[src/shared/sse_defines.vh]
// Purpose: shared constants of the skip and subtract execution block
// Assumes: 8-bit data path, one instruction clock
// Notes:   included by every design file of the block
`ifndef SSE_DEFINES_VH
`define SSE_DEFINES_VH

// data width and bit-select width
`define SSE_DW          8
`define SSE_BW          3

// instruction codes on op_code
`define SSE_OP_W        3
`define SSE_OP_INCSKIP  3'h0
`define SSE_OP_BITSKIP  3'h1
`define SSE_OP_BYTESKIP 3'h2
`define SSE_OP_SUBACC   3'h3
`define SSE_OP_SUBMEM   3'h4

// reset values
`define SSE_ACC_RST     8'h00
`define SSE_FLAG_RST    1'h0

// constants of the arithmetic
`define SSE_ONE         8'h01
`define SSE_ZERO        8'h00
`define SSE_NIB_TOP     3
`define SSE_SIGN        7

// sequencer states
`define SSE_ST_W        2
`define SSE_ST_IDLE     2'h0
`define SSE_ST_HOLD     2'h1
`define SSE_ST_DUMMY    2'h2

// a skipping instruction lasts this many cycles in total
`define SSE_SKIP_CYCLES 3

`endif

[src/core/sse_exec.v]
// Purpose: executes increment-skip, bit-skip, byte-skip and both subtracts
// Assumes: operand from data memory arrives on the instruction clock
// Notes:   fetch, decode and the rest of the instruction set live elsewhere
//
// Contract
// - increment-skip loads accumulator with operand plus one, skips on zero result
// - increment-skip never writes data memory
// - a skip inserts a dummy cycle; skipping instruction spans three cycles
// - bit-skip skips when selected operand bit is one
// - byte-skip skips when operand is non-zero, else runs next normally
// - subtract-to-accumulator writes accumulator minus operand into accumulator
// - subtract-to-memory writes accumulator minus operand back to memory
// - subtracts clear carry on borrow, set it otherwise
// - subtracts update overflow, zero, nibble, carry, compare and chained flags
// - the skip instructions leave every status flag unchanged
`default_nettype none
`include "sse_defines.vh"

module sse_exec #(
   parameter DW = `SSE_DW,
   parameter BW = `SSE_BW
) (
   // clock and reset
   input  wire                 mclk,
   input  wire                 rst,
   // instruction issue from decode
   input  wire                 op_valid,
   input  wire [`SSE_OP_W-1:0] op_code,
   input  wire [BW-1:0]        bit_sel,
   input  wire [DW-1:0]        mem_rdata,
   // accumulator load from the other instructions
   input  wire                 acc_load,
   input  wire [DW-1:0]        acc_load_data,
   // sequencing back to fetch
   output reg                  op_ready_q,
   output reg                  skip_q,
   output reg                  dummy_cycle_q,
   output reg                  done_q,
   // data memory write-back
   output reg                  mem_we_q,
   output reg  [DW-1:0]        mem_wdata_q,
   // architectural state
   output reg  [DW-1:0]        accumulator_q,
   output reg                  carry_flag_q,
   output reg                  zero_flag_q,
   output reg                  nibble_borrow_flag_q,
   output reg                  signed_overflow_flag_q,
   output reg                  signed_compare_flag_q,
   output reg                  chained_null_flag_q
);

   ////////////////////////////////////////////////////////////////////////////
   // decode

   wire                take;
   wire                is_sub_acc;
   wire                is_sub_mem;
   wire                is_sub;
   wire                is_inc;
   wire                is_skip_op;

   // an instruction is only taken while the sequencer is free
   assign take       = op_valid & op_ready_q;
   assign is_sub_acc = (op_code == `SSE_OP_SUBACC);
   assign is_sub_mem = (op_code == `SSE_OP_SUBMEM);
   assign is_sub     = is_sub_acc | is_sub_mem;
   assign is_inc     = (op_code == `SSE_OP_INCSKIP);
   assign is_skip_op = is_inc | (op_code == `SSE_OP_BITSKIP) |
                       (op_code == `SSE_OP_BYTESKIP);

   ////////////////////////////////////////////////////////////////////////////
   // datapath units

   wire [DW-1:0]       diff;
   wire                sub_carry;
   wire                sub_nib;
   wire                sub_ovf;
   wire                sub_zero;
   wire [DW-1:0]       inc_val;
   wire                skip_hit;

   // accumulator is always the minuend, memory operand the subtrahend
   sse_sub_alu #(
      .DW           (DW)
   ) u_alu (
      .minuend      (accumulator_q),
      .subtrahend   (mem_rdata),
      .diff         (diff),
      .carry        (sub_carry),
      .nib_borrow_n (sub_nib),
      .ovf          (sub_ovf),
      .zero         (sub_zero)
   );

   // skip decision shared by the three skipping instructions
   sse_skip_eval #(
      .DW      (DW),
      .BW      (BW)
   ) u_skip (
      .op      (op_code),
      .operand (mem_rdata),
      .bit_sel (bit_sel),
      .inc_val (inc_val),
      .skip    (skip_hit)
   );

   ////////////////////////////////////////////////////////////////////////////
   // skip sequencer

   reg [`SSE_ST_W-1:0] state_q;
   reg [`SSE_ST_W-1:0] state_d;
   wire                skipping;

   // only a skip instruction whose condition holds stretches the sequence
   assign skipping = take & is_skip_op & skip_hit;

   // hold then dummy: with the execute cycle that makes three cycles
   always @* begin
      case (state_q)
         `SSE_ST_IDLE:  state_d = skipping ? `SSE_ST_HOLD : `SSE_ST_IDLE;
         `SSE_ST_HOLD:  state_d = `SSE_ST_DUMMY;
         `SSE_ST_DUMMY: state_d = `SSE_ST_IDLE;
         default:       state_d = `SSE_ST_IDLE;
      endcase
   end

   // state register and ready; ready drops as soon as a skip is taken
   always @(posedge mclk or posedge rst) begin
      if (rst) begin
         state_q    <= `SSE_ST_IDLE;
         op_ready_q <= 1'b1;
      end else begin
         state_q    <= state_d;
         op_ready_q <= (state_d == `SSE_ST_IDLE);
      end
   end

   // sequencing strobes toward fetch
   always @(posedge mclk or posedge rst) begin
      if (rst) begin
         skip_q        <= 1'b0;
         dummy_cycle_q <= 1'b0;
         done_q        <= 1'b0;
      end else begin
         // skip_q pulses once when the decision is made
         skip_q        <= skipping;
         // dummy slot stands while the following instruction is discarded
         dummy_cycle_q <= (state_d == `SSE_ST_DUMMY);
         // done marks the last cycle of every instruction, skipped or not
         done_q        <= (take & ~skipping) | (state_q == `SSE_ST_HOLD);
      end
   end

   ////////////////////////////////////////////////////////////////////////////
   // memory write-back

   // only the subtract-to-memory form writes data memory
   always @(posedge mclk or posedge rst) begin
      if (rst) begin
         mem_we_q    <= 1'b0;
         mem_wdata_q <= `SSE_ZERO;
      end else begin
         mem_we_q <= take & is_sub_mem;
         if (take & is_sub_mem) begin
            mem_wdata_q <= diff;
         end
      end
   end

   ////////////////////////////////////////////////////////////////////////////
   // accumulator

   reg [DW-1:0]        acc_d;

   // increment result and the accumulator-form difference land here
   always @* begin
      acc_d = accumulator_q;
      if (take & is_inc) begin
         acc_d = inc_val;
      end else if (take & is_sub_acc) begin
         acc_d = diff;
      end else if (acc_load & ~take) begin
         acc_d = acc_load_data;
      end
   end

   // an external load loses to an instruction in the same cycle
   always @(posedge mclk or posedge rst) begin
      if (rst) begin
         accumulator_q <= `SSE_ACC_RST;
      end else begin
         accumulator_q <= acc_d;
      end
   end

   ////////////////////////////////////////////////////////////////////////////
   // status flags

   wire                cmp_sign;

   // signed compare: true sign of the difference, corrected for overflow
   assign cmp_sign = diff[`SSE_SIGN] ^ sub_ovf;

   // flags move only on a subtract; skip forms leave them as they were
   always @(posedge mclk or posedge rst) begin
      if (rst) begin
         carry_flag_q           <= `SSE_FLAG_RST;
         zero_flag_q            <= `SSE_FLAG_RST;
         nibble_borrow_flag_q   <= `SSE_FLAG_RST;
         signed_overflow_flag_q <= `SSE_FLAG_RST;
         signed_compare_flag_q  <= `SSE_FLAG_RST;
         chained_null_flag_q    <= `SSE_FLAG_RST;
      end else if (take & is_sub) begin
         carry_flag_q           <= sub_carry;
         zero_flag_q            <= sub_zero;
         nibble_borrow_flag_q   <= sub_nib;
         signed_overflow_flag_q <= sub_ovf;
         signed_compare_flag_q  <= cmp_sign;
         // a lone subtract has no chain, so the chained flag follows zero
         chained_null_flag_q    <= sub_zero;
      end
   end

endmodule

`default_nettype wire

[src/core/sse_skip_eval.v]
// Purpose: skip decision for the three skipping instructions
// Assumes: operand is the memory byte as read for the instruction
// Notes:   combinational; also forms the incremented value
`default_nettype none
`include "sse_defines.vh"

module sse_skip_eval #(
   parameter DW = `SSE_DW,
   parameter BW = `SSE_BW
) (
   // instruction and operand
   input  wire [`SSE_OP_W-1:0] op,
   input  wire [DW-1:0]        operand,
   input  wire [BW-1:0]        bit_sel,
   // results
   output wire [DW-1:0]        inc_val,
   output reg                  skip
);

   // increment wraps 8'hff to zero, which is the skip case
   assign inc_val = operand + `SSE_ONE;

   // select the skip condition of each instruction
   always @* begin
      case (op)
         `SSE_OP_INCSKIP:  skip = (inc_val == `SSE_ZERO);
         `SSE_OP_BITSKIP:  skip = operand[bit_sel];
         `SSE_OP_BYTESKIP: skip = (operand != `SSE_ZERO);
         default:          skip = 1'b0;
      endcase
   end

endmodule

`default_nettype wire

[src/core/sse_sub_alu.v]
// Purpose: 8-bit subtractor with the full flag set of a subtraction
// Assumes: minuend is the accumulator, subtrahend the memory operand
// Notes:   purely combinational; the caller registers every result
`default_nettype none
`include "sse_defines.vh"

module sse_sub_alu #(
   parameter DW = `SSE_DW
) (
   // operands
   input  wire [DW-1:0] minuend,
   input  wire [DW-1:0] subtrahend,
   // result and flags
   output wire [DW-1:0] diff,
   output wire          carry,
   output wire          nib_borrow_n,
   output wire          ovf,
   output wire          zero
);

   wire [DW:0] full;
   wire [4:0]  low;

   // carry is the inverted borrow: set when no borrow leaves the top bit
   assign full  = {1'b0, minuend} + {1'b0, ~subtrahend} + {{DW{1'b0}}, 1'b1};
   assign diff  = full[DW-1:0];
   assign carry = full[DW];
   // nibble carry, again set when bit 3 did not borrow
   assign low          = {1'b0, minuend[`SSE_NIB_TOP:0]} + {1'b0, ~subtrahend[`SSE_NIB_TOP:0]}
                         + 5'h1;
   assign nib_borrow_n = low[4];
   // signed overflow: operand signs differ and result sign follows subtrahend
   assign ovf  = (minuend[DW-1] ^ subtrahend[DW-1]) & (diff[DW-1] ^ minuend[DW-1]);
   assign zero = (diff == {DW{1'b0}});

endmodule

`default_nettype wire

[config.mk]
export PLATFORM = sky130hd
export DESIGN_NAME = sse_exec
export DESIGN_NICKNAME = d
export VERILOG_FILES = /design/src/core/sse_exec.v /design/src/core/sse_skip_eval.v /design/src/core/sse_sub_alu.v
export VERILOG_INCLUDE_DIRS = /design/src /design/src/shared
export SDC_FILE = /design/constraint.sdc
export NUM_CORES = 1
export LEC_CHECK = 0
export BUFFER_PORTS_ARGS = -buffer_cell sky130_fd_sc_hd__buf_2
export CAP_MARGIN = 15
export CELL_PAD_IN_SITES_DETAIL_PLACEMENT = 1
export CELL_PAD_IN_SITES_GLOBAL_PLACEMENT = 1
export CORE_ASPECT_RATIO = 1.1
export CORE_UTILIZATION = 40
export CTS_BUF_LIST = sky130_fd_sc_hd__clkbuf_8
export CTS_CLUSTER_DIAMETER = 40
export DETAILED_ROUTE_END_ITERATION = 12
export HOLD_SLACK_MARGIN = 0.05
export PLACE_DENSITY = 0.81
export SYNTH_ARGS = -nofsm -noshare
export SYNTH_HDL_FRONTEND = slang
export SYNTH_SLANG_ARGS = --single-unit
[constraint.sdc]
create_clock -name mclk -period 2.8 [get_ports mclk]
set_input_delay 0.56 -clock mclk [delete_from_list [all_inputs] [get_ports mclk]]
set_output_delay 0.56 -clock mclk [all_outputs]
set_load 0.005 [all_outputs]
# After elaboration in Yosys (flattened, before gate mapping)
# Cells that the tools add are included.
[totals]
regBits = 28
inputBits = 26
output_inout_bits = 27
[classes]
addsub = 5
magnitude_cmp = 1
n_eq_ne = 6
mux = 8
n_bitwise = 21
n_reduce_logical = 7
[op_table]
columns = ["op", "n"]
rows = [
  ["8-bit 2-to-1 mux", 3],
  ["8-bit zero test", 2],
  ["1-bit bitwise AND", 10],
  ["8-bit by 8-bit adder with 9-bit output", 1],
  ["9-bit by 1-bit adder with 9-bit output (second input constant)", 1],
  ["8-bit by 1-bit adder with 8-bit output (second input constant)", 1],
  ["8-bit inverter", 1],
  ["8-bit nonzero test", 1],
  ["3-bit by 2-bit == test with 1-bit output (second input constant)", 2],
  ["4-bit by 4-bit adder with 5-bit output", 1],
  ["5-bit by 1-bit adder with 5-bit output (second input constant)", 1],
  ["2-bit zero test", 2],
  ["3-bit by 4-bit less-than comparator with 1-bit output (second input constant)", 1],
  ["4-bit inverter", 1],
  ["1-bit OR", 4],
  ["2-bit one-hot mux with 2 select lines", 1],
  ["1-bit binary-select mux with 3-bit select", 1],
  ["3-bit by 1-bit == test with 1-bit output (second input constant)", 1],
  ["3-bit == test (second input constant)", 1],
  ["3-bit zero test", 1],
  ["1-bit one-hot mux with 3 select lines", 1],
  ["3-bit nonzero test", 1],
  ["1-bit XOR", 3],
  ["2-bit by 1-bit == test with 1-bit output (second input constant)", 1],
  ["3 further kinds", 5],
]

# Logic depth before layout (Yosys ltp)
[logic_depth]
depth_word = 8
depth_mapped = 13
mapped_depth_nobuf = 12

# Hierarchy
# From an unflattened synthesis, not the netlist that was laid out.
[hier_totals]
hier_cells = 202
area_unflattened_um2 = 2026.9
[by_module_without_submodules]
columns = ["mod", "n_inst", "cells_per_inst", "area_each_um2", "seq_area_each_um2"]
rows = [
  ["sse_exec", 1, 104, 1291.2, 676.9],
  ["sse_sub_alu", 1, 66, 464.2, 0.0],
  ["sse_skip_eval", 1, 32, 271.5, 0.0],
]

# Worst setup path before layout
# Ideal clock, no wire load.
[synth_timing]
path_kind = "input -> register"
startpoint = "in mem_rdata[2]"
endpoint = "reg chained_null_flag_q"
arrival_ns = 2.733
slack_ns = -0.055
stages = 13
path_buffers = 1
cell_sequence = "buf_6 -> inv_1 -> ha_1 -> o21a_1 -> o31a_1 -> o21ai_1 -> nand2b_1 -> a21o_1 -> a21oi_1 -> fa_1 -> nand4b_1 -> nor4_1 -> a32o_1"
[synth_via]
elab_chain_len = 4
[synth_rtl]
columns = ["element", "line_no", "text"]
rows = [
  ["start: declaration", "sse_exec.v:30", "input wire [DW-1:0] mem_rdata,"],
  ["8-bit inverter", "sse_sub_alu.v:25", "assign full = {1'b0, minuend} + {1'b0, ~subtrahend} + {{DW{1'b0}}, 1'b1};"],
  ["8-bit by 8-bit adder with 9-bit output", "sse_sub_alu.v:25", ""],
  ["9-bit by 1-bit adder with 9-bit output", "sse_sub_alu.v:25", ""],
  ["8-bit zero test", "sse_sub_alu.v:34", "assign zero = (diff == {DW{1'b0}});"],
  ["end signal: assignment", "sse_exec.v:212", "chained_null_flag_q <= `SSE_FLAG_RST;"],
  ["end signal: assignment", "sse_exec.v:220", "chained_null_flag_q <= sub_zero;"],
  ["end: declaration", "sse_exec.v:49", "output reg chained_null_flag_q"],
]
# Every way passes these cells.
# A chain may end at the register's enable or synchronous reset.

# Final worst setup path
[layout_timing]
startpoint = "reg accumulator_q[1]"
endpoint = "reg chained_null_flag_q"
[layout_via]
elab_chain_len = 3
[layout_rtl]
columns = ["element", "line_no", "text"]
rows = [
  ["start: declaration", "sse_exec.v:43", "output reg [DW-1:0] accumulator_q,"],
  ["start signal: assignment", "sse_exec.v:190", "accumulator_q <= `SSE_ACC_RST;"],
  ["8-bit by 8-bit adder with 9-bit output", "sse_sub_alu.v:25", ""],
  ["9-bit by 1-bit adder with 9-bit output", "sse_sub_alu.v:25", ""],
  ["8-bit zero test", "sse_sub_alu.v:34", ""],
]
# Every way passes these cells.

==> impl_metrics.env <==
export IMPL_outcome="complete, no violations"
export IMPL_critPathMaxFanout=4
export IMPL_synth_area_per_cell_um2=9.44
export IMPL_grt_overflow=0
export IMPL_dieArea_um2=4930
export IMPL_grt_max_degree=28
export IMPL_required_ps=2970
export IMPL_grt_pass1_vias=1869
export IMPL_fp_dieH_um=73.5
export IMPL_synth_edf_count=0
export IMPL_initial_utilization=0.425
export IMPL_clock_latency_ps=270
export IMPL_synth_seq_cells=27
export IMPL_crit_chain="ha_1 -> nor2b_4 -> o31a_1 -> o21ai_2 -> nand2b_1 -> a21o_1 -> a21oi_2 -> fa_2 -> nand4b_1 -> nor4_1 -> a32o_1"
export IMPL_grt_util_all_layers=0.235
export IMPL_max_slew_margin=0.532
export IMPL_antenna_cells=0
export IMPL_finalHoldViolCount=0
export IMPL_synth_ff_type="dfrtp_1"
export IMPL_cts_root_buf="clkbuf_8"
export IMPL_num_rows=25
export IMPL_fin_crit_ps=2770
export IMPL_synth_cells=197
export IMPL_rsz0062_at_grt="yes"
export IMPL_firstDrtPassIters=4
export IMPL_io_buffers=52
export IMPL_fmax_ghz=0.361
export IMPL_powerDensity_nw_per_um2=588
export IMPL_slew_violations=0
export IMPL_fin_tns_setup_ps=0
export IMPL_fin_nets=302
export IMPL_io_pins=53
export IMPL_fp_dieW_um=67.0
export IMPL_instances_no_fill=316
export IMPL_highest_layer="met4"
export IMPL_cts_tree="yes"
export IMPL_clock_skew_ps=5.13
export IMPL_drtIter0Drc=65
export IMPL_ys_seq_area_frac=0.364
export IMPL_cp_start_kind="flop"
export IMPL_holdBufCountCts=0
export IMPL_worst_pin_slew_ps=701
export IMPL_grt_first_pass_wirelength_um=8650
export IMPL_path_clk_slew_ps=90
export IMPL_viasPerCell=5.53
export IMPL_wl_per_cell_um=16.9
export IMPL_vias=1748
export IMPL_r2r_start="accumulator_q[1]"
export IMPL_gp_congestion=0.923
export IMPL_finalCritPeriodShare=0.990
export IMPL_drive_above_1_share=0.351
export IMPL_antenna_found_initial=0
export IMPL_peakVddDrop_uv=250
export IMPL_async_reset_ff_frac=1.00
export IMPL_max_cap_viol_count=0
export IMPL_reg_top3="accumulator_q: 8 flops, mem_wdata_q: 8 flops"
export IMPL_cts_max_level=1
export IMPL_place_hpwl_um=4260
export IMPL_wl_met1_um=2300
export IMPL_slowest_delay_ps=490
export IMPL_end_kind="flop"
export IMPL_arrival_ps=2940
export IMPL_slowest_stage="fa_2"
export IMPL_drc=0
export IMPL_wl_met2_um=2770
export IMPL_wirelength_um=5340
export IMPL_fin_hold_ws_ps=337
export IMPL_drtAntennaViolNets=0
export IMPL_dpl_cell_area_um2=2250
export IMPL_fin_area_um2=2330
export IMPL_clockBufferDepth=2
export IMPL_p_leak_nw=1.14
export IMPL_reg2reg_depth=11
export IMPL_rrSetupSlack_ps=30
export IMPL_cts_made_buffers=3
export IMPL_reg2reg_to="chained_null_flag_q"
export IMPL_setup_worst_path_start="accumulator_q[1]"
export IMPL_clock_sinks=27
export IMPL_dpl_cell_count=310
export IMPL_yosysWarnings=0
export IMPL_synth_distinct_cells=54
export IMPL_setup_worst_path_class="flop to flop"
export IMPL_syn_nets=236
export IMPL_wl_met3_um=193
export IMPL_worst_hold_path_type="input pin to async pin"
export IMPL_syn_area_um2=1860
export IMPL_coreArea_um2=4380
export IMPL_setup_viol=0
export IMPL_critPathCapture="chained_null_flag_q"
export IMPL_area_growth_pct=25.2
-- through the flow --
step	util	setup slack (ps)	total power [W]
2_1_floorplan	-	13.8	0.000876
3_3_place_gp	0.514	-164	0.00111
3_5_place_dp	0.514	-224	0.00114
4_1_cts	0.524	6.22	0.00136
5_1_grt	0.531	-93.5	0.00147
6_report	0.531	26.7	0.00137
-- critical path, delay by kind of cell (launching register included) --
family / cells / cell delay, ps
AO/OA/AOI/OAI: 5 / 1060
adder cells (fa/ha/maj): 2 / 790
flip-flops: 1 / 400
AND/OR/NAND/NOR: 4 / 410
-- worst min path at each step --
stage,start,to,cells past startpoint
finish,rst,accumulator_q[1],3
global route,rst,chained_null_flag_q,3
detailed placement,state_q[0],op_ready_q,1
CTS,rst,accumulator_q[7],3
global placement,state_q[0],op_ready_q,1
floorplan,state_q[0],op_ready_q,1
-- cell usage in the layout (no fill, tap or decap), types with 2 or more instances in the layout --
master,instances
xor2_1,3
o21a_1,3
a211oi_1,3
clkbuf_8,3
nand4_1,3
buf_4,15
ha_1,10
nand3_1,5
o31ai_1,2
buf_2,52
mux2_2,2
mux2_1,3
o21ai_0,3
o21ai_1,16
nor4_1,2
nand2_1,27
nor3_1,4
nor4_2,2
a31oi_1,3
o21bai_1,3
nor2_1,9
nor2b_1,3
xnor2_1,7
a21oi_1,7
or2b_2,2
dfrtp_1,26
inv_1,12
-- layer usage --
metal,GRT usage,vias to the layer above
met5,0,-
met2,0.443,51
li1,-,839
met3,0.0171,8
met4,0.0615,0
met1,0.280,850
-- area by class of cell --
type,count,area [um2]
tap,54,67.6
fill,565,2050
inverter,12,45.0
clock buffer,3,41.3
sequential,27,677
timing repair buffer,67,373
clock inverter,1,3.75
multi-input combinational,152,1120
-- where the power goes --
| group | leakage (nW) | switching, W | total, W | internal [W] |
|---|---|---|---|---|
| registers | 0.335 | 0.0000615 | 0.000552 | 0.000490 |
| logic | 0.782 | 0.000310 | 0.000598 | 0.000288 |
| clock network | 0.0269 | 0.000121 | 0.000219 | 0.0000983 |
-- what timing repair did --
action / CTS / global route
resized for setup: 0 / 5
buffers inserted: 0 / 2
setup endpoints to repair: 0 / 3
-- synth_stat cells (3+ instances only) --
| cell | n | share of area |
|---|---|---|
| a211oi_1 | 3 | 0.012 |
| a21oi_1 | 8 | 0.022 |
| a31oi_1 | 3 | 0.010 |
| clkbuf_1 | 3 | 0.0061 |
| dfrtp_1 | 26 | 0.35 |
| ha_1 | 11 | 0.074 |
| inv_1 | 11 | 0.022 |
| mux2_1 | 3 | 0.018 |
| nand2_1 | 27 | 0.055 |
| nand3_1 | 5 | 0.013 |
| nand4_1 | 3 | 0.010 |
| nor2_1 | 10 | 0.020 |
| nor2b_1 | 4 | 0.013 |
| nor3_1 | 4 | 0.011 |
| o21a_1 | 3 | 0.012 |
| o21ai_0 | 3 | 0.0081 |
| o21ai_1 | 17 | 0.046 |
| o21bai_1 | 3 | 0.012 |
| xnor2_1 | 7 | 0.033 |
| xor2_1 | 3 | 0.014 |
-- logic make-up (layout without fill, tap and decap cells) --
logic type | after synthesis | count (layout) | share of synthesized area
fa+ha+maj | 13 | 13 | 0.0956
compound gates | 50 | 50 | 0.168
simple gates | 71 | 71 | 0.213
flops | 27 | 27 | 0.364
mux | 8 | 8 | 0.0619
buf+inv | 18 | 83 | 0.0511
xor+xnor | 10 | 10 | 0.0471
Power figures use the tool's default switching activity.
